[src/design/flash_timing_pkg.sv]
// constants for the code flash bank access timing block
// register map, field positions and reset values are shared by the design files
package flash_timing_pkg;
   // register byte offsets on the control bus
   localparam logic [7:0] OFS_CONFIG = 8'h00;
   localparam logic [7:0] OFS_STATUS = 8'h04;
   localparam logic [7:0] OFS_MASK = 8'h08;
   localparam logic [7:0] OFS_FAIL_ADDR = 8'h0c;
   // field positions in code_bank_access_config
   localparam int GAP_LSB = 27;
   localparam int WWS_LSB = 22;
   localparam int RWS_LSB = 17;
   localparam int POL_HI_BIT = 16;
   localparam int POL_MID_BIT = 15;
   localparam int POL_LO_BIT = 7;
   localparam int FIELD_W = 5;
   localparam int POL_W = 3;
   // reset values
   localparam logic [4:0] GAP_RESET = 5'h02;
   localparam logic [4:0] WWS_RESET = 5'h02;
   localparam logic [4:0] RWS_RESET = 5'h02;
   localparam logic [2:0] POL_RESET = 3'h7;
   // read-during-program policy encodings
   localparam logic [2:0] POL_ABORT_NOTIFY = 3'h4;
   localparam logic [2:0] POL_STALL_NOTIFY = 3'h6;
   // status and mask bit positions
   localparam int ST_RWE = 0;
   localparam int ST_ABORT = 1;
   localparam int ST_STALL = 2;
   localparam int ST_W = 3;
   // failing address field, double word aligned
   localparam int ADDR_W = 23;
   localparam int FAIL_LSB = 3;
   // bus responses
   localparam logic [1:0] RESP_OKAY = 2'h0;
   localparam logic [1:0] RESP_SLVERR = 2'h2;
endpackage

[src/design/step_counter.sv]
// loadable down counter that stops at zero
// assumes one clock and an active low asynchronous reset
`timescale 1ns/10ps
`default_nettype none
module step_counter (
   input wire logic clk_sys,
   input wire logic reset_n,
   input wire logic load,
   input wire logic [4:0] load_value,
   output logic [4:0] count_r,
   output logic zero
);
   always_ff @(posedge clk_sys or negedge reset_n) begin
      if (!reset_n) begin
         count_r <= 5'h00;
      end else if (load) begin
         count_r <= load_value;
      end else if (count_r != 5'h00) begin
         count_r <= count_r - 5'h01;
      end
   end

   assign zero = (count_r == 5'h00);
endmodule
`default_nettype wire

[src/design/code_flash_bank_access_timing.sv]
// access timing and read-during-program handling for the code flash bank
// assumes an axi4-lite master for registers and one flash access requester
//
// The AXI4-Lite register port and the register offsets were chosen for this implementation.
`timescale 1ns/10ps
`default_nettype none
module code_flash_bank_access_timing (
   input wire logic clk_sys,
   input wire logic reset_n,
   input wire logic [7:0] s_axi_awaddr,
   input wire logic s_axi_awvalid,
   output logic s_axi_awready,
   input wire logic [31:0] s_axi_wdata,
   input wire logic [3:0] s_axi_wstrb,
   input wire logic s_axi_wvalid,
   output logic s_axi_wready,
   output logic [1:0] s_axi_bresp,
   output logic s_axi_bvalid,
   input wire logic s_axi_bready,
   input wire logic [7:0] s_axi_araddr,
   input wire logic s_axi_arvalid,
   output logic s_axi_arready,
   output logic [31:0] s_axi_rdata,
   output logic [1:0] s_axi_rresp,
   output logic s_axi_rvalid,
   input wire logic s_axi_rready,
   input wire logic acc_valid,
   input wire logic acc_write,
   input wire logic [22:0] acc_addr,
   output logic acc_ready,
   output logic acc_done_r,
   output logic acc_error_r,
   output logic [63:0] acc_rdata_r,
   output logic arr_start_r,
   output logic arr_write_r,
   output logic [22:0] arr_addr_r,
   input wire logic [63:0] arr_rdata,
   input wire logic pe_busy,
   output logic pe_abort_r,
   output logic irq
);
   typedef enum logic [1:0] {S_IDLE, S_STALL, S_ARRAY} state_t;

   state_t state_r;
   logic [4:0] gap_r, wws_r, rws_r;
   logic [2:0] pol_r;
   logic [2:0] status_r, mask_r, status_set, status_clr;
   logic [22:0] fail_addr_r;
   logic take, start_now, wait_zero, gap_zero;
   logic [4:0] wait_load;
   function automatic logic stalls(input logic [2:0] pol);
      stalls = pol[2];
   endfunction
   function automatic logic aborts(input logic [2:0] pol);
      aborts = (pol[2:1] == 2'b10);
   endfunction
   function automatic logic [31:0] byte_mask(input logic [3:0] strb);
      byte_mask = {{8{strb[3]}}, {8{strb[2]}}, {8{strb[1]}}, {8{strb[0]}}};
   endfunction
   // axi4-lite slave
   logic aw_held_r, w_held_r, wr_go;
   logic [7:0] aw_addr_r;
   logic [31:0] w_data_r, wmask_r, cfg_word;
   assign s_axi_awready = !aw_held_r && !s_axi_bvalid;
   assign s_axi_wready = !w_held_r && !s_axi_bvalid;
   assign wr_go = aw_held_r && w_held_r && !s_axi_bvalid;
   assign s_axi_arready = !s_axi_rvalid;
   always_ff @(posedge clk_sys or negedge reset_n) begin
      if (!reset_n) begin
         aw_held_r <= 1'b0;
         w_held_r <= 1'b0;
         aw_addr_r <= 8'h00;
         w_data_r <= 32'h0000_0000;
         wmask_r <= 32'h0000_0000;
      end else begin
         if (s_axi_awvalid && s_axi_awready) begin
            aw_held_r <= 1'b1;
            aw_addr_r <= s_axi_awaddr;
         end else if (wr_go) begin
            aw_held_r <= 1'b0;
         end
         if (s_axi_wvalid && s_axi_wready) begin
            w_held_r <= 1'b1;
            w_data_r <= s_axi_wdata;
            wmask_r <= byte_mask(s_axi_wstrb);
         end else if (wr_go) begin
            w_held_r <= 1'b0;
         end
      end
   end
   logic wr_mapped;
   assign wr_mapped = (aw_addr_r == flash_timing_pkg::OFS_CONFIG) || (aw_addr_r == flash_timing_pkg::OFS_STATUS)
      || (aw_addr_r == flash_timing_pkg::OFS_MASK) || (aw_addr_r == flash_timing_pkg::OFS_FAIL_ADDR);

   always_ff @(posedge clk_sys or negedge reset_n) begin
      if (!reset_n) begin
         s_axi_bvalid <= 1'b0;
         s_axi_bresp <= flash_timing_pkg::RESP_OKAY;
      end else if (wr_go) begin
         s_axi_bvalid <= 1'b1;
         s_axi_bresp <= wr_mapped ? flash_timing_pkg::RESP_OKAY : flash_timing_pkg::RESP_SLVERR;
      end else if (s_axi_bready) begin
         s_axi_bvalid <= 1'b0;
      end
   end

   // single bank instance: only the code bank register is present
   assign cfg_word = ({gap_r, 27'h0} | {5'h0, wws_r, 22'h0} | {10'h0, rws_r, 17'h0})
      | {15'h0, pol_r[2], pol_r[1], 7'h0, pol_r[0], 7'h0};

   logic [31:0] cfg_new;
   assign cfg_new = (cfg_word & ~wmask_r) | (w_data_r & wmask_r);

   always_ff @(posedge clk_sys or negedge reset_n) begin
      if (!reset_n) begin
         gap_r <= flash_timing_pkg::GAP_RESET;
         wws_r <= flash_timing_pkg::WWS_RESET;
         rws_r <= flash_timing_pkg::RWS_RESET;
         pol_r <= flash_timing_pkg::POL_RESET;
         mask_r <= 3'h0;
      end else if (wr_go) begin
         if (aw_addr_r == flash_timing_pkg::OFS_CONFIG) begin
            gap_r <= cfg_new[flash_timing_pkg::GAP_LSB +: flash_timing_pkg::FIELD_W];
            wws_r <= cfg_new[flash_timing_pkg::WWS_LSB +: flash_timing_pkg::FIELD_W];
            rws_r <= cfg_new[flash_timing_pkg::RWS_LSB +: flash_timing_pkg::FIELD_W];
            pol_r <= {cfg_new[flash_timing_pkg::POL_HI_BIT], cfg_new[flash_timing_pkg::POL_MID_BIT],
               cfg_new[flash_timing_pkg::POL_LO_BIT]};
         end
         if (aw_addr_r == flash_timing_pkg::OFS_MASK && wmask_r[0]) begin
            mask_r <= w_data_r[flash_timing_pkg::ST_W-1:0];
         end
      end
   end

   assign status_clr = (wr_go && aw_addr_r == flash_timing_pkg::OFS_STATUS && wmask_r[0])
      ? w_data_r[flash_timing_pkg::ST_W-1:0] : 3'h0;

   // set wins over a write-one clear in the same cycle
   always_ff @(posedge clk_sys or negedge reset_n) begin
      if (!reset_n) begin
         status_r <= 3'h0;
      end else begin
         status_r <= (status_r & ~status_clr) | status_set;
      end
   end

   assign irq = |(status_r & mask_r);

   always_ff @(posedge clk_sys or negedge reset_n) begin
      if (!reset_n) begin
         s_axi_rvalid <= 1'b0;
         s_axi_rdata <= 32'h0000_0000;
         s_axi_rresp <= flash_timing_pkg::RESP_OKAY;
      end else if (s_axi_arvalid && s_axi_arready) begin
         s_axi_rvalid <= 1'b1;
         s_axi_rresp <= flash_timing_pkg::RESP_OKAY;
         unique case (s_axi_araddr)
            flash_timing_pkg::OFS_CONFIG: s_axi_rdata <= cfg_word;
            flash_timing_pkg::OFS_STATUS: s_axi_rdata <= {29'h0, status_r};
            flash_timing_pkg::OFS_MASK: s_axi_rdata <= {29'h0, mask_r};
            flash_timing_pkg::OFS_FAIL_ADDR: s_axi_rdata <= {9'h0, fail_addr_r[22:3], 3'h0};
            default: begin
               s_axi_rdata <= 32'h0000_0000;
               s_axi_rresp <= flash_timing_pkg::RESP_SLVERR;
            end
         endcase
      end else if (s_axi_rready) begin
         s_axi_rvalid <= 1'b0;
      end
   end

   // access sequencer
   assign acc_ready = (state_r == S_IDLE) && gap_zero;
   assign take = acc_valid && acc_ready;
   logic rdp_hit;
   assign rdp_hit = take && !acc_write && pe_busy;
   assign start_now = (take && !rdp_hit) || (state_r == S_STALL && !pe_busy);
   logic arr_write_nxt;
   assign arr_write_nxt = take ? acc_write : arr_write_r;
   assign wait_load = arr_write_nxt ? wws_r : rws_r;
   logic array_end;
   // a zero wait count ends the phase in the start cycle, so each wait state adds one cycle
   assign array_end = (state_r == S_ARRAY) && wait_zero;

   step_counter wait_ctr (
      .clk_sys(clk_sys),
      .reset_n(reset_n),
      .load(start_now),
      .load_value(wait_load),
      .count_r(),
      .zero(wait_zero)
   );
   step_counter gap_ctr (
      .clk_sys(clk_sys),
      .reset_n(reset_n),
      .load(array_end),
      .load_value(gap_r),
      .count_r(),
      .zero(gap_zero)
   );
   always_comb begin
      status_set = 3'h0;
      status_set[flash_timing_pkg::ST_RWE] = rdp_hit && !stalls(pol_r);
      status_set[flash_timing_pkg::ST_ABORT] = rdp_hit && (pol_r == flash_timing_pkg::POL_ABORT_NOTIFY);
      status_set[flash_timing_pkg::ST_STALL] = rdp_hit && (pol_r == flash_timing_pkg::POL_STALL_NOTIFY);
   end

   always_ff @(posedge clk_sys or negedge reset_n) begin
      if (!reset_n) begin
         state_r <= S_IDLE;
      end else begin
         unique case (state_r)
            S_IDLE: begin
               if (start_now) begin
                  state_r <= S_ARRAY;
               end else if (rdp_hit && stalls(pol_r)) begin
                  state_r <= S_STALL;
               end
            end
            S_STALL: begin
               if (start_now) begin
                  state_r <= S_ARRAY;
               end
            end
            S_ARRAY: begin
               if (array_end) begin
                  state_r <= S_IDLE;
               end
            end
         endcase
      end
   end

   always_ff @(posedge clk_sys or negedge reset_n) begin
      if (!reset_n) begin
         arr_start_r <= 1'b0;
         arr_write_r <= 1'b0;
         arr_addr_r <= 23'h000000;
         pe_abort_r <= 1'b0;
      end else begin
         arr_start_r <= start_now;
         pe_abort_r <= rdp_hit && aborts(pol_r);
         if (take) begin
            arr_write_r <= acc_write;
            arr_addr_r <= acc_addr;
         end
      end
   end

   always_ff @(posedge clk_sys or negedge reset_n) begin
      if (!reset_n) begin
         acc_done_r <= 1'b0;
         acc_error_r <= 1'b0;
         acc_rdata_r <= 64'h0;
      end else begin
         acc_done_r <= array_end || (rdp_hit && !stalls(pol_r));
         acc_error_r <= rdp_hit && !stalls(pol_r);
         if (array_end && !arr_write_r) begin
            acc_rdata_r <= arr_rdata;
         end
      end
   end

   // only the first failing address is kept while the flag stands
   always_ff @(posedge clk_sys or negedge reset_n) begin
      if (!reset_n) begin
         fail_addr_r <= 23'h000000;
      end else if (status_set[flash_timing_pkg::ST_RWE] && !status_r[flash_timing_pkg::ST_RWE]) begin
         fail_addr_r <= {acc_addr[22:3], 3'h0};
      end
   end

   // assertion helpers: cycles since the last phase end and start
   logic [5:0] since_end_r, since_start_r;
   logic [4:0] gap_used_r, ws_used_r;
   logic seen_end_r;
   always_ff @(posedge clk_sys or negedge reset_n) begin
      if (!reset_n) begin
         since_end_r <= 6'h00;
         since_start_r <= 6'h00;
         gap_used_r <= 5'h00;
         ws_used_r <= 5'h00;
         seen_end_r <= 1'b0;
      end else begin
         since_end_r <= array_end ? 6'h00 : (since_end_r == 6'h3f ? since_end_r : since_end_r + 6'h01);
         since_start_r <= start_now ? 6'h00 : since_start_r + 6'h01;
         if (array_end) begin
            gap_used_r <= gap_r;
            seen_end_r <= 1'b1;
         end
         if (start_now) begin
            ws_used_r <= wait_load;
         end
      end
   end
endmodule
`default_nettype wire

[config.mk]
export PLATFORM = sky130hd
export DESIGN_NAME = code_flash_bank_access_timing
export DESIGN_NICKNAME = d
export VERILOG_FILES = /design/src/design/flash_timing_pkg.sv /design/src/design/step_counter.sv /design/src/design/code_flash_bank_access_timing.sv
export SDC_FILE = /design/constraint.sdc
export NUM_CORES = 1
export LEC_CHECK = 0
export BUFFER_PORTS_ARGS = -buffer_cell sky130_fd_sc_hd__buf_4
export CORE_UTILIZATION = 35
export DETAILED_ROUTE_END_ITERATION = 6
export GPL_ROUTABILITY_DRIVEN = 0
export PLACE_DENSITY_LB_ADDON = 0.1
export SYNTH_ARGS = -nofsm -noshare
export SYNTH_HDL_FRONTEND = slang
export SYNTH_SLANG_ARGS = --single-unit
[constraint.sdc]
create_clock -name clk_sys -period 2.35 [get_ports clk_sys]
set_input_delay 0 -clock clk_sys [delete_from_list [all_inputs] [get_ports clk_sys]]
set_output_delay 0 -clock clk_sys [all_outputs]
set_load 0.005 [all_outputs]
# Word level (Yosys, flattened, before mapping)
# Index checks and enable logic that the tools add are counted.
# totals
register_bits,253
word_cells,133
# op_classes
add_sub_neg,2
n_eq_ne,14
mux,22
bitwise_logic,11
n_reduce_logical,57
# op_table
op,n
$pmux W32 S4,1
$and A32 B32 Y32,2
$eq A8 B4 Y1 const B,4
$not A32 Y32,1
$or A32 B17 Y32,1
$or A32 B22 Y32,1
$or A32 B27 Y32,1
$or A32 B32 Y32,1
$mux W5,5
$logic_and A1 B1 Y1,24
$eq A8 B3 Y1 const B,2
$logic_not A8 Y1,2
$mux W2,6
$reduce_bool A2 Y1,6
$logic_not A1 Y1,10
$logic_not A5 Y1,2
$reduce_bool A5 Y1,2
$sub A5 B1 Y5 const B,2
$mux W1,8
$and A3 B3 Y3,2
$eq A3 B3 Y1 const B,2
$pmux W2 S3,1
$logic_or A1 B1 Y1,5
$eq A2 B2 Y1 const B,2
other kinds (11),13

# Depth between registers and ports, before layout
# Gate-level depths: netlist of run 1.
# logic_depth
ltp_word,10
depth_mapped,8

# Cells and area by module
# From an unflattened synthesis of run 1, not the netlist that was laid out.
# unflattened
hier_cells,584
hier_area_um2,8689.6
# modules_own_cells
mod,n_inst,cells_each,area_per_inst_um2,seq_area_each_um2
code_flash_bank_access_timing,1,530,8131.5,5237.5
step_counter,2,27,279.0,125.1

# Worst setup path before layout of run 1
# OpenSTA, ideal clock, no wires.
# synth_path
path_kind,register -> register
from,reg gap_ctr.count_r[0]
to,reg arr_addr_r[10]
setup_time_ns,0.125
t_arrival_ns,1.908
path_slack_ns,0.317
path_stages_with_launch,8
n_path_buf,2
cell_sequence,dfrtp_1 -> inv_1 -> ha_1 -> or4b_1 -> buf_6 -> nor2_8 -> buf_4 -> mux2_2
# synth_via
elab_chain_cells,3
# synth_lines
element,line_no,source
"start, declared",step_counter.sv:10,"output logic [4:0] count_r,"
"start signal, assigned",step_counter.sv:17,count_r <= load_value;
"start signal, assigned",step_counter.sv:19,count_r <= count_r - 5'h01;
$logic_not A5 Y1,step_counter.sv:23,assign zero = (count_r == 5'h00);
$logic_and A1 B1 Y1,code_flash_bank_access_timing.sv:173,assign acc_ready = (state_r == S_IDLE) && gap_zero;
$logic_and A1 B1 Y1,code_flash_bank_access_timing.sv:174,assign take = acc_valid && acc_ready;
"end signal, assigned",code_flash_bank_access_timing.sv:245,arr_addr_r <= acc_addr;
"end, declared",code_flash_bank_access_timing.sv:36,"output logic [22:0] arr_addr_r,"
# Every way passes these cells.
# A chain may end at the register's enable or synchronous reset.

# Worst setup path after layout of run 1
# layout_path
from,reg gap_ctr.count_r[0]
to,reg arr_addr_r[20]
# The elaborated chain is that of the path after synthesis.

==> results of run 1 <==
==> metrics by stage <==
step | hold slack, ns | total power [mW] | worst slack [ns] | instances
after floorplan | -0.296 | 7.68 | 0.317 | 609
after global placement | 0.0492 | 9.64 | 0.0507 | 1192
after detailed placement | 0.0462 | 9.80 | 0.0251 | 1192
after CTS | 0.00679 | 14.1 | 0.134 | 1375
after global routing | 0.0335 | 14.8 | 0.0194 | 1374
final | 0.0368 | 13.9 | 0.142 | 1374
==> sequential cells by signal, summed over array words and instances, names as in the netlist, 2 cells and up, named ones only <==
| name | cells |
|---|---|
| state_r | 2 |
| aw_addr_r | 8 |
| s_axi_rdata | 32 |
| status_r | 3 |
| w_data_r | 21 |
| arr_addr_r | 23 |
| acc_rdata_r | 64 |
| wait_ctr.count_r | 5 |
| mask_r | 3 |
| gap_ctr.count_r | 5 |
| wmask_r | 4 |
| fail_addr_r | 20 |
==> routing by layer <==
layer / vias up / GRT usage, % / routed length (µm)
met5: - / 0 / 0
met4: 0 / 4.81 / 532
met3: 31 / 3.87 / 1520
met2: 236 / 30.4 / 10800
met1: 3204 / 22.9 / 9970
li1: 3043 / - / -
==> worst max path at each step <==
stage | from | endpoint | slack [ns] | cells past startpoint
floorplan | gap_ctr.count_r[0] | arr_addr_r[10] | 0.32 | 7
global placement | gap_ctr.count_r[0] | arr_addr_r[15] | 0.05 | 6
detailed placement | gap_ctr.count_r[0] | arr_addr_r[4] | 0.03 | 6
CTS | gap_ctr.count_r[0] | arr_addr_r[20] | 0.13 | 6
global route | gap_ctr.count_r[0] | arr_addr_r[21] | 0.02 | 6
finish | gap_ctr.count_r[0] | arr_addr_r[20] | 0.14 | 6
==> power groups by stage <==
stage	Combinational (mW)	Clock, mW	Sequential [mW]
global route	4.40	4.30	6.06
finish	4.03	4.00	5.86
detailed placement	3.87	0	5.93
floorplan	1.86	0	5.82
CTS	4.07	4.14	5.87
global placement	3.77	0	5.87
==> cell type report <==
| type | instances | share of cell area, % |
|---|---|---|
| Tap cell | 324 | 3.00 |
| Timing Repair Buffer | 422 | 26.4 |
| Clock inverter | 9 | 0.796 |
| Multi-Input combinational cell | 351 | 23.2 |
| Clock buffer | 37 | 5.70 |
| Inverter | 12 | 0.333 |
| Sequential cell | 219 | 40.6 |
==> what timing repair did <==
action,in CTS,in global routing
pin swaps,0,0
hold buffers,137,0
resized for setup,1,0
hold endpoints to repair,287,0
endpoints found under the setup margin,2,3
==> Yosys cell counts, types with 5 or more instances <==
cell and instances:
and2_1 6, nor2_1 17, inv_1 12, nand3b_1 5, o31ai_1 16, dfrtp_1 213, ha_1 6, clkbuf_1 9
mux2_1 61, nand2_1 28, a22o_1 20, mux2_2 102, o21ai_0 10, nor2b_1 5, a31oi_1 6, a21oi_1 10
a22oi_1 13, buf_2 7, dfstp_2 6, buf_4 5
==> cells by family after synthesis <==
kind of cell | share of synthesized area [%]
buffers and inverters | 2.19
adder cells (fa/ha/maj) | 0.853
AO/OA/AOI/OAI | 7.18
other | 0.0426
multiplexers | 21.1
AND/OR/NAND/NOR | 5.84
XOR/XNOR | 0.497
flip-flops | 62.3
==> worst max-delay path, delay by kind of cell, from the launching register on <==
kind | cells | cell delay (ns)
muxes | 1 | 0.35
DFF | 1 | 0.38
buffers and inverters | 2 | 0.32
and+or+nand+nor | 2 | 0.78
adders and majority gates | 1 | 0.23
==> impl_results.md, run 1 <==
* Status: finished clean
* Fillcell total at 1991
* Worst hold-check path type: input pin to flip-flop
* Power Dens Cells at 1030 mW/mm²
* Row cnt at 57
* Hold Path Origin: s_axi_araddr[2]
* Total GRT Usage at around 18%
* Fmax at between 400 and 500 MHz
* Clk_skew at between 0.01 and 0.015 ns
* Main synth FF type: dfrtp_1
* Crit share post-route at 94.0%
* IO Pins at 284
* Routed len/inst at 16.6 µm
* Internal reg-to-reg setup slack at approximately 0.14 ns
* Die Y at ~160 µm
* Crit. End Element: flip-flop
* Clk pwr share at between 20% and 30%
* Post-synth EDFFs at 0
* Mapped Area at between 0.008 and 0.009 mm²
* Yosys Warn Count at 0
* Final hold vios at 0
* Routed WL at roughly 23000 µm
* Unique masters post-synth at 54
* Clock Tree Root: clkbuf_16
* # setup viols final at 0
* Combinational fraction of design power at between 20% and 30%
* Register area at approximately 0.0055 mm²
* Routed vias at approximately 6500
* WP data required at approximately 2.8 ns
* Crit path max fanout at 21
* Routed Antenna Nets at 0
* Core area at about 0.024 mm²
* Slew Limit Fails at 0
* WP data arrival at 2.61 ns
* CTS tree: done
* Most frequent cells in the layout: 281 x buf_4, 213 x dfrtp_1, 136 x dlygate4sd3_1
* Post-synth top area share at 60.5%
* Most common cell after layout, fill and taps aside: buf_4
* Worst-path clk slew at 0.06 ns
* Die boundary width at 161 µm
* Cts bufs inserted at 25
* CP Launch Type: flip-flop
* CTS H-tree lvls at 1
* Gr ovfl total at 0
* RR Startpoint: gap_ctr.count_r[0]
* Syn_area_per_cell at roughly 14 µm²
* Drt pass-1 iters at 4
* WHS Endpoint: s_axi_rdata[1]
* Layout area overhead at 53.5%
* Post-CTS Repair Setup Buffers at 0
* #FFs+latches synth at 219
* Setup TNS at 0 ns
* Diode count at 0
* WS Path Type: flip-flop to flip-flop
* Crit path cell chain: inv_1, ha_1, or4b_4, nor2_8, buf_12, mux2_2
* First-pass GRT wire length at 37300 µm
* Reg power frac at 42.2%
* Maximum vdd ir drop at 0.672 mV
* Nets@finish at 1186
* PortBufs at 270
* Net Sw Frac at between 20% and 30%
* Area of the multi-input gates at around 0.0031 mm²
* Async set-reset flop share out of synthesis at 100%
* Largest net degree at the start of global routing at 85
* Crit path max-delay cell type: or4b_4
* Cells after Synth at 608
* Die area at between 0.02 and 0.03 mm²
* RSZ-0062 raised after global routing: no
* Post-synthesis sequential area ratio at 62.3%
* Finished Core Util at around 55%
* Clk sinks at between 200 and 250
* Via-per-instance ratio at approximately 4.7
* Remaining DRCs at 0
* WHS Path Cells at 4
* Worst slew margin at 44.7%
* Initial Utilization at between 30 and 40%
* Worst flop-to-flop path endpoint: arr_addr_r[20]
* Lkg Pwr at around 6.3 nW
* Yosys top cell by area: dfrtp_1
* Clock period minus worst slack at ~2.2 ns
* Vias in the first global route at 7089
* CTS max path bufs at 3
* Number of max-cap violations at 0
* NetSw at 3.86 mW
* Antenna violations before repair at 0
* Cell Area, Placed at 0.0113 mm²
* Int Pwr at approximately 10 mW
* Initial DRC Count at 205
* Layout cell share with drive strength beyond 1 at approximately 43%
* Least-Margin Pin Slew at 0.829 ns
* Reg2reg path depth at 6
* Synth area leaders: dfrtp_1 61%, mux2_2 13%, mux2_1 7.8%
* Later-pin clock latency in the skew report at roughly 0.52 ns
* Fin area at between 0.01 and 0.015 mm²
* Max stage delay on crit path at around 0.57 ns
* Final HPWL DP at 15600 µm
(Power assumes the default switching activity.)
==> inputs of run 2 (changes only) <==
--- a/config.mk
+++ b/config.mk
@@ -10,6 +10,7 @@
 export DETAILED_ROUTE_END_ITERATION = 6
 export GPL_ROUTABILITY_DRIVEN = 0
 export PLACE_DENSITY_LB_ADDON = 0.1
+export SETUP_SLACK_MARGIN = 0.02
 export SYNTH_ARGS = -nofsm -noshare
 export SYNTH_HDL_FRONTEND = slang
 export SYNTH_SLANG_ARGS = --single-unit
==> constraint.sdc (replaced) <==
create_clock -name clk_sys -period 2.7 [get_ports clk_sys]
set_input_delay 0 -clock clk_sys [delete_from_list [all_inputs] [get_ports clk_sys]]
set_output_delay 0 -clock clk_sys [all_outputs]
set_load 0.005 [all_outputs]
==> impl_results.md, run 2 (same netlist as run 1, synthesis figures left out) <==
* Crit share post-route at 87.0% (-7.0 points)
* Routed Antenna Nets at 0 (unchanged)
* Power Dens Cells at 892 mW/mm² (-13%)
* Finished Core Util at 54.7% (-0.58 points)
* IO Pins at 284 (unchanged)
* WP data required at 3.10 ns (+0.35 ns)
* Remaining DRCs at 0 (unchanged)
* Die boundary width at 161 µm (unchanged)
* Most common cell after layout, fill and taps aside: buf_4
* Most flops, register: acc_rdata_r
* Routed len/inst at 16.7 µm (+0.72%)
* PnR Total Power at 11.9 mW (-14%)
* Biggest regs: acc_rdata_r (64), s_axi_rdata (32), arr_addr_r (23)
* Worst Setup EP: arr_addr_r[22]
* CTS max path bufs at 3 (unchanged)
* Worst slew margin at 56.2% (+11 points)
* Row cnt at 57 (unchanged)
* Layout cell share with drive strength beyond 1 at 42.3% (-0.59 points)
* Total GRT Usage at 17.8% (+0.019 points)
* Clk_skew at 0.0139 ns (+0.000875 ns)
* Die Y at 161 µm (unchanged)
* Maximum vdd ir drop at 0.497 mV (-26%)
* Post-cts gate resize count at 0 (-1)
* Most frequent cells in the layout: 279 x buf_4, 213 x dfrtp_1, 131 x dlygate4sd3_1
* Number of max-cap violations at 0 (unchanged)
* Die area at 0.0258 mm² (unchanged)
* Clock period minus worst slack at 2.35 ns (+0.139 ns)
* Clk sinks at 219 (unchanged)
* CP Launch Type: flip-flop
* Core area at 0.0245 mm² (unchanged)
* Nets@finish at 1178 (-0.67%)
* Internal reg-to-reg setup slack at 0.35 ns (+0.21 ns)
* Layout area overhead at 51.9%
* Slew Limit Fails at 0 (unchanged)
* CTS tree: done
* Setup TNS at 0 ns (unchanged)
* Drt pass-1 iters at 4 (unchanged)
* PortBufs at 270 (unchanged)
* RSZ-0062 raised after global routing: no
* WL met2 at 11000 µm (+2.2%)
* Status: finished clean
* Fmax at 426 MHz (-5.9%)
* Routed WL at 22800 µm (about the same)
* Clock Tree Root: clkbuf_16
* Cts bufs inserted at 25 (unchanged)
* Worst-path clk slew at 0.06 ns (about the same)
* Largest net degree at the start of global routing at 80 (-5.9%)
* Final WS setup at 0.352 ns (+0.211 ns)
* Worst hold-check path type: input pin to asynchronous set/reset pin
* Routed vias at 6505 (-0.14%)
* CTS H-tree lvls at 1 (unchanged)
* Reg2reg path depth at 6 (unchanged)
* Diode count at 0 (unchanged)
* Worst setup startpoint: gap_ctr.count_r[0]
* # setup viols final at 0 (unchanged)
* Final HPWL DP at 15600 µm (+0.12%)
* Final hold vios at 0 (unchanged)
* Gr ovfl total at 0 (unchanged)
* Post-CTS Hold Fix Bufs at 131 (-4.4%)
* Antenna violations before repair at 0 (unchanged)
* Dpl ws at 0.346 ns (+0.321 ns)
* Crit path max fanout at 21 (unchanged)
* WP data arrival at 2.75 ns (+0.14 ns)
* Least-Margin Pin Slew at 0.657 ns (-0.172 ns)
* Worst flop-to-flop path endpoint: arr_addr_r[22]
* Via-per-instance ratio at 4.77 (+0.52%)
* Met3 WL post-DR at 1620 µm (+6.0%)
* Fillcell total at 2027 (+1.8%)
* Initial DRC Count at 282 (+38%)
* First-pass GRT wire length at 37100 µm (-0.50%)
* Post-CTS Repair Setup Buffers at 0 (unchanged)
* RR Startpoint: gap_ctr.count_r[0]
* Max reg flops at 64 (unchanged)
* DR top layer: met4
* Crit. End Element: flip-flop
* Vias in the first global route at 6910 (-2.5%)
* WS Path Type: flip-flop to flip-flop
* Wl on met1 at 9570 µm (-4.0%)
* Lkg Pwr at 6.28 nW (-1.1%)
* Later-pin clock latency in the skew report at 0.52 ns (about the same)
* Initial Utilization at 36.0% (unchanged)
## run 2: cell count changes in the layout (fill, tap and decap cells not counted), sizes merged
| cell | delta |
|---|---|
| clkinv | -2 |
| clkinvlp | -2 |
| clkbuf | +4 |
| buf | -3 |
| bufinv | -1 |
| dlygate4sd3 | -5 |
## run 2: worst max-delay path, cell delays in order, from the launching register on
cell and delay [ns]:
dfrtp_1 0.38, inv_1 0.11, ha_1 0.22, or4b_1 0.68, nor2_8 0.26, buf_12 0.21
mux2_2 0.35
## run 2: worst min-delay path by stage
stage | to | slack (ns)
after floorplan | asynchronous set/reset pin | -0.30
after global placement | acc_rdata_r[32] | 0.02
after detailed placement | acc_rdata_r[32] | 0.02
after CTS | acc_rdata_r[32] | 0.07
after global routing | acc_rdata_r[32] | 0.1
final | acc_rdata_r[32] | 0.04
## run 2: routing by layer
| metal | vias up | GRT usage [%] |
|---|---|---|
| li1 | 3042 | - |
| met1 | 3207 | 22.7 |
| met2 | 216 | 30.4 |
| met3 | 40 | 4.00 |
| met4 | 0 | 5.11 |
| met5 | - | 0 |
## run 2: final cells by class
| cell class | instances | area, µm² | share of cell area [%] |
|---|---|---|---|
| clock inverters | 4 | 48.8 | 0.365 |
| multi-input cells | 351 | 3130 | 23.4 |
| flip-flops and latches | 219 | 5490 | 41.0 |
| inverters | 12 | 45.0 | 0.337 |
| well taps | 324 | 405 | 3.03 |
| clock buffers | 41 | 776 | 5.80 |
| repair buffers | 414 | 3480 | 26.0 |
## run 2: report_power, final
part	internal (mW)	switching, mW	total [mW]
combinational	2.16	1.33	3.49
sequential	4.41	0.700	5.11
clock	2.04	1.29	3.33
## run 2: through the flow
| stage | cell area [µm²] | std cells | hold slack [ns] |
|---|---|---|---|
| detailed placement | 11200 | 1189 | 0.0206 |
| CTS | 13400 | 1365 | 0.0654 |
| floorplan | 8810 | 609 | -0.296 |
| global placement | 11200 | 1189 | 0.0183 |
| finish | 13400 | 1365 | 0.0436 |
| global route | 13400 | 1365 | 0.0997 |
==> inputs of run 3 (changes only) <==
--- a/config.mk
+++ b/config.mk
@@ -13,4 +13,5 @@
 export SETUP_SLACK_MARGIN = 0.02
 export SYNTH_ARGS = -nofsm -noshare
 export SYNTH_HDL_FRONTEND = slang
+export SYNTH_HIERARCHICAL = 1
 export SYNTH_SLANG_ARGS = --single-unit
==> impl_results.md, run 3 <==
* Status: finished clean
* Crit. End Element: flip-flop
* Most flops, register: acc_rdata_r
* Internal reg-to-reg setup slack at 0.35 ns (about the same)
* Routed WL at 22100 µm (-3.1%)
* Routed Antenna Nets at 0 (unchanged)
* Clock period minus worst slack at 2.35 ns (+0.00381 ns)
* Finished Core Util at 55.0% (+0.27 points)
* Mapped Area at 0.00869 mm² (-1.3%)
* Routed len/inst at 16.5 µm (-1.5%)
* CP Launch Type: flip-flop
* Later-pin clock latency in the skew report at 0.51 ns (about the same)
* Post-synth top area share at 61.3% (+0.80 points)
* Worst hold-check path type: input pin to flip-flop
* Setup TNS at 0 ns (unchanged)
* Antenna violations before repair at 0 (unchanged)
* Clock Tree Root: clkbuf_16
* WP data arrival at 2.74 ns (about the same)
* Cts bufs inserted at 26 (+4.0%)
* Routed vias at 6257 (-3.8%)
* PortBufs at 270 (unchanged)
* Post-synth EDFFs at 0 (unchanged)
* Gr ovfl total at 0 (unchanged)
* #FFs+latches synth at 219 (unchanged)
* Worst-path clk slew at 0.06 ns (about the same)
* Post-cts gate resize count at 0 (unchanged)
* Lkg Pwr at 6.26 nW (-0.31%)
* Final hold vios at 0 (unchanged)
* Crit path max fanout at 6 (-71%)
* WP data required at 3.09 ns (about the same)
* Total GRT Usage at 17.6% (-0.28 points)
* Layout cell share with drive strength beyond 1 at 51.1% (+8.9 points)
* Fmax at 425 MHz (-0.16%)
* Power Dens Cells at 942 mW/mm² (+5.6%)
* Worst setup startpoint: gap_ctr/count_r[0]
* Vias in the first global route at 6867 (-0.62%)
* Post-CTS Repair Setup Buffers at 0 (unchanged)
* Main synth FF type: dfrtp_1
* First-pass GRT wire length at 36200 µm (-2.5%)
* Max reg flops at 64 (unchanged)
* Number of max-cap violations at 0 (unchanged)
* PnR Total Power at 12.6 mW (+5.5%)
* Via-per-instance ratio at 4.66 (-2.2%)
* CTS H-tree lvls at 1 (unchanged)
* Layout area overhead at 53.8%
* Max stage delay on crit path at 0.56 ns (-0.12 ns)
* CP top delay family: compound AO/OA/AOI/OAI gates
* Commonest cells in the netlist: 213 x dfrtp_1, 166 x mux2_2, 25 x nand2_1
* # setup viols final at 0 (unchanged)
* Drt pass-1 iters at 4 (unchanged)
* Clk_skew at 0.00817 ns (-0.00574 ns)
* Die boundary width at 160 µm (-0.65%)
* Reg2reg path depth at 8 (+2)
* CTS tree: done
* Core area at 0.0243 mm² (-0.58%)
* Yosys Warn Count at 6 (+6)
* Die area at 0.0255 mm² (-1.3%)
* Syn_area_per_cell at 14.9 µm² (+2.7%)
* Most common cell after layout, fill and taps aside: buf_4
* Most frequent cells in the layout: 285 x buf_4, 213 x dfrtp_1, 166 x mux2_2
* Async set-reset flop share out of synthesis at 100% (unchanged)
* IO Pins at 284 (unchanged)
* Crit path cell chain: inv_1, ha_1, nor4b_4, nand3_1, a21boi_1, mux2_2, nand2_1, o21ai_0
* Diode count at 0 (unchanged)
* Worst slew margin at 52.8% (-3.4 points)
* CP bufs+invs at 1 (-1)
* CTS max path bufs at 3 (unchanged)
* Synth area leaders: dfrtp_1 61%, mux2_2 22%, a22o_1 2.1%
* Die Y at 160 µm (-0.65%)
* Worst flop-to-flop path endpoint: wait_ctr/count_r[4]
* Slew Limit Fails at 0 (unchanged)
* Worst Setup EP: wait_ctr/count_r[4]
* Cells after Synth at 584 (-3.9%)
* Crit share post-route at 87.1% (+0.14 points)
* RSZ-0062 raised after global routing: no
* RR Startpoint: gap_ctr/count_r[0]
* WHS at 0.0566 ns (+0.0130 ns)
* Most instantiated library cell after synthesis: dfrtp_1
* Largest net degree at the start of global routing at 91 (+14%)
* Maximum vdd ir drop at 0.545 mV (+9.6%)
* Unique masters post-synth at 44 (-19%)
* Clk sinks at 219 (unchanged)
* Nets@finish at 1155 (-2.0%)
* Initial Utilization at 35.7% (-0.26 points)
* Crit path max-delay cell type: a21boi_1
* Final HPWL DP at 15300 µm (-1.9%)
* WS Path Type: flip-flop to flip-flop
* Least-Margin Pin Slew at 0.708 ns (+0.0505 ns)
* Remaining DRCs at 0 (unchanged)
* Initial DRC Count at 216 (-23%)
* Yosys top cell by area: dfrtp_1
* Biggest regs: acc_rdata_r (64), s_axi_rdata (32), arr_addr_r (23)
* Row cnt at 57 (unchanged)
* Post-synthesis sequential area ratio at 63.2% (+0.83 points)
* Critical path depth at 8 (+2)
==> run 3: metrics by stage <==
stage               instances  instance area [µm²]  setup slack (ns)
detailed placement       1168                11200             0.301
CTS                      1343                13400             0.285
finish                   1343                13400             0.349
floorplan                 585                 8690             0.347
global placement         1168                11200             0.424
global route             1343                13400            0.0946
==> run 3: area by class of cell <==
cell class | count | area, µm²
fill | 2041 | 11000
sequential | 219 | 5490
timing repair buffer | 416 | 3470
multi-input combinational | 324 | 3060
clock buffer | 38 | 807
tap | 324 | 405
clock inverter | 8 | 90.1
inverter | 14 | 52.6
==> run 3: what timing repair did <==
item	4_1_cts	5_1_grt
hold buffers	129	0
endpoints found under the hold margin	238	0
endpoints found under the setup margin	0	0
==> run 3: tightest hold or removal path, cell delays in order <==
cell and delay, ns:
buf_4 0.12, nand4_1 0.12, a2bb2oi_1 0.09, buf_4 0.18
==> run 3: worst min path at each step <==
stage / startpoint / end / slack (ns) / cells past startpoint
final: acc_valid / arr_start_r / 0.06 / 4
after global placement: reset_n / acc_rdata_r[25] / 0.06 / 1
after detailed placement: reset_n / acc_rdata_r[23] / 0.07 / 1
after floorplan: reset_n / asynchronous set/reset pin / -0.30 / 0
after CTS: acc_valid / arr_start_r / 0.03 / 4
after global routing: s_axi_awvalid / aw_held_r / 0.09 / 3
==> run 3: cells by family after synthesis <==
kind of cell,Yosys count,share of synthesized area (%)
xor gates and xnor gates,6,0.605
other,1,0.0432
muxes,169,22.0
DFF,219,63.2
buffers and inverters,42,1.90
adders and majority gates,5,0.720
and+or+nand+nor,71,5.20
AOI/OAI and AO/OA,71,6.35
==> run 3: power by group <==
| group | leakage [nW] | internal (mW) | total, mW | switching, mW |
|---|---|---|---|---|
| Clock | 0.452 | 2.24 | 3.55 | 1.31 |
| Sequential | 2.70 | 4.54 | 5.31 | 0.768 |
| Combinational | 3.10 | 2.40 | 3.72 | 1.33 |
==> run 3: per-layer routing <==
layer / routed length, µm / vias to the layer above / GRT usage [%]
met5: 0 / - / 0
met4: 455 / 0 / 4.11
met3: 1150 / 30 / 3.33
met2: 11300 / 175 / 31.6
met1: 9200 / 3115 / 21.7
li1: - / 2937 / -
